### src/hdl/stp_pkg.sv
package stp_pkg;
	localparam int STP_DEPTH = 16;
	localparam int STP_AW = 4;
	localparam int STP_CW = 5;
	localparam int STP_TW = 16;
	localparam int STP_CLK_KHZ = 200000;
	localparam int STP_MS_CYCLES = STP_CLK_KHZ;
	localparam logic [17:0] STP_MS_LAST = 18'(STP_MS_CYCLES - 1);
	localparam logic [7:0] STP_BYTE_RST = 8'h00;
	typedef enum logic [1:0] {STP_DTR_NEVER, STP_DTR_REMOTE_DSR_FOLLOW, STP_DTR_CONNECTED, STP_DTR_ALWAYS} stp_dtr_e;
	typedef enum logic [1:0] {STP_PACK_DISABLE, STP_PACK_TIMEOUT, STP_PACK_SENDCHAR} stp_pack_e;
endpackage

### src/hdl/stp_packer.sv
`timescale 1ns/10ps
module stp_packer
	import stp_pkg::*;
(
	input wire logic mclk,
	input wire logic rst_n,
	input wire stp_pkg::stp_dtr_e dtr_policy,
	input wire stp_pkg::stp_pack_e pack_mode,
	input wire logic [stp_pkg::STP_CW-1:0] buf_size,
	input wire logic [stp_pkg::STP_CW-1:0] threshold,
	input wire logic [stp_pkg::STP_TW-1:0] timeout_ms,
	input wire logic [7:0] send_char,
	input wire logic trail_en,
	input wire logic [7:0] trail_char,
	input wire logic accept_active,
	input wire logic connect_active,
	input wire logic remote_dsr,
	input wire logic rx_valid,
	input wire logic [7:0] rx_data,
	input wire logic tx_ready,
	output logic rx_ready,
	output logic tx_valid,
	output logic [7:0] tx_data,
	output logic tx_last,
	output logic dtr,
	output logic [stp_pkg::STP_CW-1:0] queued
);
	import stp_pkg::*;

	typedef enum logic [1:0] {STP_FILL, STP_SEND, STP_TRAIL} stp_state_e;
	typedef struct packed {
		stp_state_e st;
		logic [STP_DEPTH-1:0][7:0] mem;
		logic [STP_AW-1:0] rd;
		logic [STP_AW-1:0] wr;
		logic [STP_CW-1:0] cnt;
		logic [STP_CW-1:0] left;
		logic do_trail;
		logic tmr_on;
		logic [17:0] ms_div;
		logic [STP_TW-1:0] ms_cnt;
		logic rx_ready;
		logic tx_valid;
		logic [7:0] tx_data;
		logic tx_last;
		logic dtr;
	} stp_state_s;

	stp_state_s q;
	stp_state_s next_q;
	logic conn;
	logic push;
	logic fire;
	logic tx_take;
	logic [STP_CW-1:0] cap;

	// ****************************************
	// packing and dtr
	// ****************************************
	always_comb
	begin
		next_q = q;
		conn = accept_active | connect_active;
		cap = (buf_size == '0 || buf_size > 5'(STP_DEPTH)) ? 5'(STP_DEPTH) : buf_size;
		push = rx_valid && q.rx_ready;
		tx_take = q.tx_valid && tx_ready;
		fire = 1'b0;
		case (dtr_policy)
			STP_DTR_NEVER: next_q.dtr = 1'b0;
			STP_DTR_REMOTE_DSR_FOLLOW: next_q.dtr = conn & remote_dsr;
			STP_DTR_CONNECTED: next_q.dtr = conn;
			STP_DTR_ALWAYS: next_q.dtr = 1'b1;
			default: next_q.dtr = 1'b0;
		endcase
		if (push)
		begin
			next_q.mem[q.wr] = rx_data;
			next_q.wr = q.wr + 1'b1;
			next_q.cnt = q.cnt + 1'b1;
		end
		if (q.tmr_on)
		begin
			if (q.ms_div == STP_MS_LAST)
			begin
				next_q.ms_div = '0;
				next_q.ms_cnt = q.ms_cnt + 1'b1;
			end
			else
				next_q.ms_div = q.ms_div + 1'b1;
		end
		else if (push && pack_mode == STP_PACK_TIMEOUT)
		begin
			next_q.tmr_on = 1'b1;
			next_q.ms_div = '0;
			next_q.ms_cnt = '0;
		end
		case (q.st)
			STP_FILL:
			begin
				next_q.tx_valid = 1'b0;
				if (pack_mode == STP_PACK_DISABLE)
					fire = conn && q.cnt != '0;
				else if (conn)
				begin
					// a threshold of zero leaves the byte-count trigger off
					if (threshold != '0 && next_q.cnt >= threshold) fire = 1'b1;
					if (pack_mode == STP_PACK_TIMEOUT && q.tmr_on && q.ms_cnt >= timeout_ms)
						fire = 1'b1;
					if (pack_mode == STP_PACK_SENDCHAR && push && rx_data == send_char)
					begin
						fire = 1'b1;
						next_q.do_trail = trail_en;
					end
				end
				if (fire)
				begin
					next_q.st = STP_SEND;
					next_q.left = next_q.cnt;
					next_q.cnt = '0;
					next_q.tmr_on = 1'b0;
				end
				next_q.rx_ready = !fire && next_q.cnt < cap;
			end
			STP_SEND:
			begin
				next_q.rx_ready = 1'b0;
				if (!q.tx_valid || tx_take)
				begin
					if (q.left == '0)
					begin
						next_q.tx_valid = 1'b0;
						next_q.st = q.do_trail ? STP_TRAIL : STP_FILL;
						next_q.rx_ready = !q.do_trail;
					end
					else
					begin
						next_q.tx_valid = 1'b1;
						next_q.tx_data = q.mem[q.rd];
						next_q.tx_last = q.left == 5'd1 && !q.do_trail;
						next_q.rd = q.rd + 1'b1;
						next_q.left = q.left - 1'b1;
					end
				end
			end
			STP_TRAIL:
			begin
				if (!q.tx_valid)
				begin
					next_q.tx_valid = 1'b1;
					next_q.tx_data = trail_char;
					next_q.tx_last = 1'b1;
				end
				else if (tx_take)
				begin
					next_q.tx_valid = 1'b0;
					next_q.do_trail = 1'b0;
					next_q.st = STP_FILL;
					next_q.rx_ready = 1'b1;
				end
			end
			default: next_q.st = STP_FILL;
		endcase
	end

	always_ff @(posedge mclk or negedge rst_n)
	begin
		if (!rst_n)
		begin
			q <= '0;
			q.st <= STP_FILL;
			q.tx_data <= STP_BYTE_RST;
		end
		else
			q <= next_q;
	end

	assign rx_ready = q.rx_ready;
	assign tx_valid = q.tx_valid;
	assign tx_data = q.tx_data;
	assign tx_last = q.tx_last;
	assign dtr = q.dtr;
	assign queued = q.cnt;

	// ****************************************
	// checks
	// ****************************************
	dtr_never_a: assert property (@(posedge mclk) disable iff (!rst_n)
		$past(dtr_policy) == STP_DTR_NEVER |-> !dtr) else $error("dtr asserted in never policy");
	dtr_dsr_a: assert property (@(posedge mclk) disable iff (!rst_n)
		$past(dtr_policy) == STP_DTR_REMOTE_DSR_FOLLOW |-> dtr == $past(conn & remote_dsr))
		else $error("dtr not following remote dsr");
	dtr_conn_a: assert property (@(posedge mclk) disable iff (!rst_n)
		$past(dtr_policy) == STP_DTR_CONNECTED |-> dtr == $past(conn)) else $error("dtr not connection");
	dtr_always_a: assert property (@(posedge mclk) disable iff (!rst_n)
		$past(dtr_policy) == STP_DTR_ALWAYS |-> dtr) else $error("dtr low in continuous policy");
	buf_cap_a: assert property (@(posedge mclk) disable iff (!rst_n)
		queued <= cap) else $error("queue beyond capacity");
	thresh_fire_a: assert property (@(posedge mclk) disable iff (!rst_n)
		q.st == STP_FILL && pack_mode != STP_PACK_DISABLE && conn && push && threshold != '0
		&& q.cnt + 5'd1 >= threshold |=> q.st == STP_SEND && queued == '0)
		else $error("threshold did not send");
	char_fire_a: assert property (@(posedge mclk) disable iff (!rst_n)
		q.st == STP_FILL && pack_mode == STP_PACK_SENDCHAR && conn && push && rx_data == send_char
		|=> q.st == STP_SEND && !q.tmr_on) else $error("send char did not send");
	no_timer_a: assert property (@(posedge mclk) disable iff (!rst_n)
		pack_mode != STP_PACK_TIMEOUT && !q.tmr_on |=> !q.tmr_on) else $error("timer outside timeout mode");
	trail_a: assert property (@(posedge mclk) disable iff (!rst_n)
		q.st == STP_TRAIL && tx_valid |-> tx_data == trail_char && tx_last) else $error("bad trailing byte");
	tmo_fire_a: assert property (@(posedge mclk) disable iff (!rst_n)
		q.st == STP_FILL && pack_mode == STP_PACK_TIMEOUT && conn && q.tmr_on && q.ms_cnt >= timeout_ms
		|=> q.st == STP_SEND && !q.tmr_on) else $error("timeout did not send");
	pack_off_a: assert property (@(posedge mclk) disable iff (!rst_n)
		q.st == STP_FILL && pack_mode == STP_PACK_DISABLE && !conn |=> q.st == STP_FILL)
		else $error("disabled packing sent without connection");
	pkt_clear_a: assert property (@(posedge mclk) disable iff (!rst_n)
		q.st == STP_FILL ##1 q.st == STP_SEND |-> queued == '0 && !q.tmr_on && !rx_ready)
		else $error("count or timer left after packet");
	tx_hold_a: assert property (@(posedge mclk) disable iff (!rst_n)
		tx_valid && !tx_ready |=> tx_valid && $stable(tx_data)) else $error("packet byte dropped");
	send_cov: cover property (@(posedge mclk) disable iff (!rst_n) q.st == STP_SEND ##1 q.st == STP_TRAIL);
	tmo_cov: cover property (@(posedge mclk) disable iff (!rst_n) q.tmr_on ##1 !q.tmr_on);
	full_cov: cover property (@(posedge mclk) disable iff (!rst_n) queued == cap && !rx_ready);
	dis_cov: cover property (@(posedge mclk) disable iff (!rst_n) q.st == STP_FILL && pack_mode == STP_PACK_DISABLE && fire);
endmodule

### config.mk
export PLATFORM = sky130hd
export DESIGN_NAME = stp_packer
export DESIGN_NICKNAME = d
export VERILOG_FILES = /design/src/hdl/stp_pkg.sv /design/src/hdl/stp_packer.sv
export SDC_FILE = /design/constraint.sdc
export NUM_CORES = 1
export LEC_CHECK = 0
export BUFFER_PORTS_ARGS = -buffer_cell sky130_fd_sc_hd__clkbuf_2
export CORE_ASPECT_RATIO = 0.8
export CORE_MARGIN = 3
export CORE_UTILIZATION = 41
export CTS_CLUSTER_DIAMETER = 50
export DETAILED_ROUTE_END_ITERATION = 12
export HOLD_SLACK_MARGIN = 0.02
export SYNTH_ARGS = -nofsm -noshare
export SYNTH_HDL_FRONTEND = slang
export SYNTH_SLANG_ARGS = --single-unit
### constraint.sdc
create_clock -name mclk -period 7.45 [get_ports mclk]
set_input_delay 1.49 -clock mclk [delete_from_list [all_inputs] [get_ports mclk]]
set_output_delay 1.49 -clock mclk [all_outputs]
set_load 0.02 [all_outputs]
==> out/results.ini <==
[placement]
hpwl_um=15600
gp_congestion=0.811
io_buffer_count=78

[flow_run]
drv_cap=0

[pwr]
pwr-share-seq_pct=40.8
swShare_pct=34.2
ir_drop_v=0.000187
power_frac_clock_pct=22.1
switchingPower_mw=1.43
power_density_nw_per_um2=365
cellLeakagePower_nw=5.35
combPwrFrac_pct=37.2
p_int_mw=2.75

[synthesis]
synth_flop_cell=dfrtp_1
synth.distinct_cells=56
synth-seq-cells=196
synth-async-reset-ratio_pct=100
yosysWarningCount=0
synth.yosys.seq_area_share_pct=47.7
syn_inst=867
syn_area_um2=10300
synth-edff-count=0
syn-mean-instance-area_um2=11.8
syn-num-nets=970

[final_layout]
drive_gt1_share_pct=31.4
diodes=0
nets=1017
syn_to_final_growth_pct=11.3
nFillCells=2235

[clock_tree]
clk_path_buf_depth=2
cts_tree=yes
root_buffer=clkbuf_16
h-tree-depth=4
clock-sinks=196
cts_resized=0
cts_inserted_buffers=17
post_cts_buffers=0
clk_pin_slew_ns=0.08
ctsHoldBuffers=0
clk_latency_ns=0.44

[sta]
final-hold-violation-count=0
max_freq_mhz=210
min_period_ns=4.76
skew_ns=0.0134
final.setup.tns_ns=0
max_slew_margin_pct=32.5
finalCritPeriodShare_pct=63.9
slew_violations=0
worst_pin_slew_ns=1.01
timing.hold.ws_ns=0.480
grt_setup_unrepaired=no
setup_viol=0

[drt]
drtIter0Drc=487
vias=6703
antenna_left=0
routed_wl_um=21600
vias_per_cell=5.38
drt_first_pass_iters=5
drc=0
detail_route.wl_per_cell_um=17.4

[grt]
grtUsageMet1_pct=25.7
track_usage_pct=16.8
grt_pass1_vias=6582
use_met2_pct=24.5
grt_util_met3_pct=3.54
grt_pass1_wl_um=35900
grt_max_degree=77
busiest_layer=met1
gr-total-overflow=0
antenna_found_initial=0

[die]
die-area_um2=27000
core_area_um2=24500
fp.dieW_um=183
rows=51
io_pins=79
die_height_um=148
start_util_pct=41.9

[run_status]
outcome=finished, final reports clean

[worst_setup_path]
worstReg2RegEnd=rx_ready
ff2ff_path_depth=17
critical_path_class=input pin to flop
regToRegSetupSlack_ns=3.31
crit_fanout=14
startpoint_type=input pin
critPathCapture=rx_ready
critPathCaptureType=flop
critical_path_arrival_ns=5.15
worstPathRequired_ns=7.84
rr_startpoint=rx_ready
crit_start=rx_valid

[hold_path]
hp-class=flop to flop

power by group through the flow:
stage | Clock, mW | Combinational (mW) | Sequential [mW]
2_1_floorplan | 0 | 1.26 | 1.63
3_3_place_gp | 0 | 1.52 | 1.71
3_5_place_dp | 0 | 1.55 | 1.72
4_1_cts | 0.947 | 1.56 | 1.70
5_1_grt | 0.990 | 1.71 | 1.76
6_report | 0.921 | 1.55 | 1.70
registers in the layout, summed over array words and instances, names as in the netlist:
register  cells
queued        5
tx_data       8
tx_valid      1
dtr           1
tx_last       1
q           179
rx_ready      1
Yosys cell counts, types with 9 or more instances:
master,count,area share [%]
nand2_1,75,2.7
dfrtp_1,196,48
ha_1,41,5.0
mux4_2,40,8.8
a22oi_1,9,0.66
nand4_1,16,0.97
o21ai_0,51,2.5
xor2_1,18,1.5
mux2_2,128,14
nor2_1,42,1.5
buf_4,13,0.95
clkbuf_1,32,1.2
xnor2_1,12,1.0
nand3_1,12,0.58
and3_1,12,0.73
inv_1,46,1.7
a21oi_1,30,1.5
routing by layer:
layer	vias up	wire length (um)	share of wire, %
li1	3226	-	-
met1	3357	11100	51
met2	103	9490	44
met3	17	836	3.9
met4	0	225	1.0
met5	-	0	0
layout make-up:
type,count,area [um2],share of cell area (%)
clock buffer,17,425,3.72
clock inverter,15,169,1.48
inverter,46,173,1.51
multi-input combinational,570,4920,43.1
sequential,196,4910,42.9
tap,318,398,3.48
timing repair buffer,83,437,3.82
placed cells by master, fill, tap and decap left out, drive strengths merged, types with 17 or more instances in the layout:
cell	instances
nand2	75
inv	53
nor2	42
clkbuf	95
nand4	17
o21ai	53
mux2	128
a21oi	30
mux4	40
dfrtp	196
ha	41
xor2	18
worst max-delay path, stage by stage:
cell	delay, ns
clkbuf_2	0.09
and2_1	0.43
nand2_1	0.16
xor2_1	0.25
inv_1	0.11
ha_1	0.28
o21ai_0	0.14
a21oi_1	0.06
o31a_1	0.26
or3_1	0.52
and2_4	0.27
nor2_1	0.11
ha_1	0.24
o31a_1	0.10
o21ai_0	0.15
nand3_1	0.10
a22oi_1	0.21
o31a_1	0.15
through the flow:
step	setup slack [ns]	cell area, um2	utilization, %	power, mW	cells
detailed placement	2.24	10800	44.2	3.27	1213
CTS	2.73	11400	46.7	4.20	1245
finish	2.69	11400	46.7	4.17	1245
global route	2.35	11400	46.7	4.45	1245
floorplan	2.57	10300	-	2.89	867
global placement	2.34	10800	44.2	3.24	1213
cell families after synthesis:
family	after synthesis	synth area share, %
buffers and inverters	101	4.31
and+or+nand+nor	199	9.42
AOI/OAI and AO/OA	129	7.88
DFF	196	47.7
adders and majority gates	41	4.99
xor gates and xnor gates	30	2.56
muxes	171	23.1
worst min-delay path by stage:
stage          slack, ns       start          to  depth (start not counted)
2_1_floorplan       0.45  tx_data[0]  tx_data[0]                          2
3_3_place_gp        0.46  tx_data[2]  tx_data[2]                          2
3_5_place_dp        0.47  tx_data[4]  tx_data[4]                          2
4_1_cts             0.49  tx_data[4]  tx_data[4]                          2
5_1_grt             0.51  tx_data[2]  tx_data[2]                          2
6_report            0.48  tx_data[3]  tx_data[3]                          2
No activity file was read; power rests on OpenSTA's default activity.
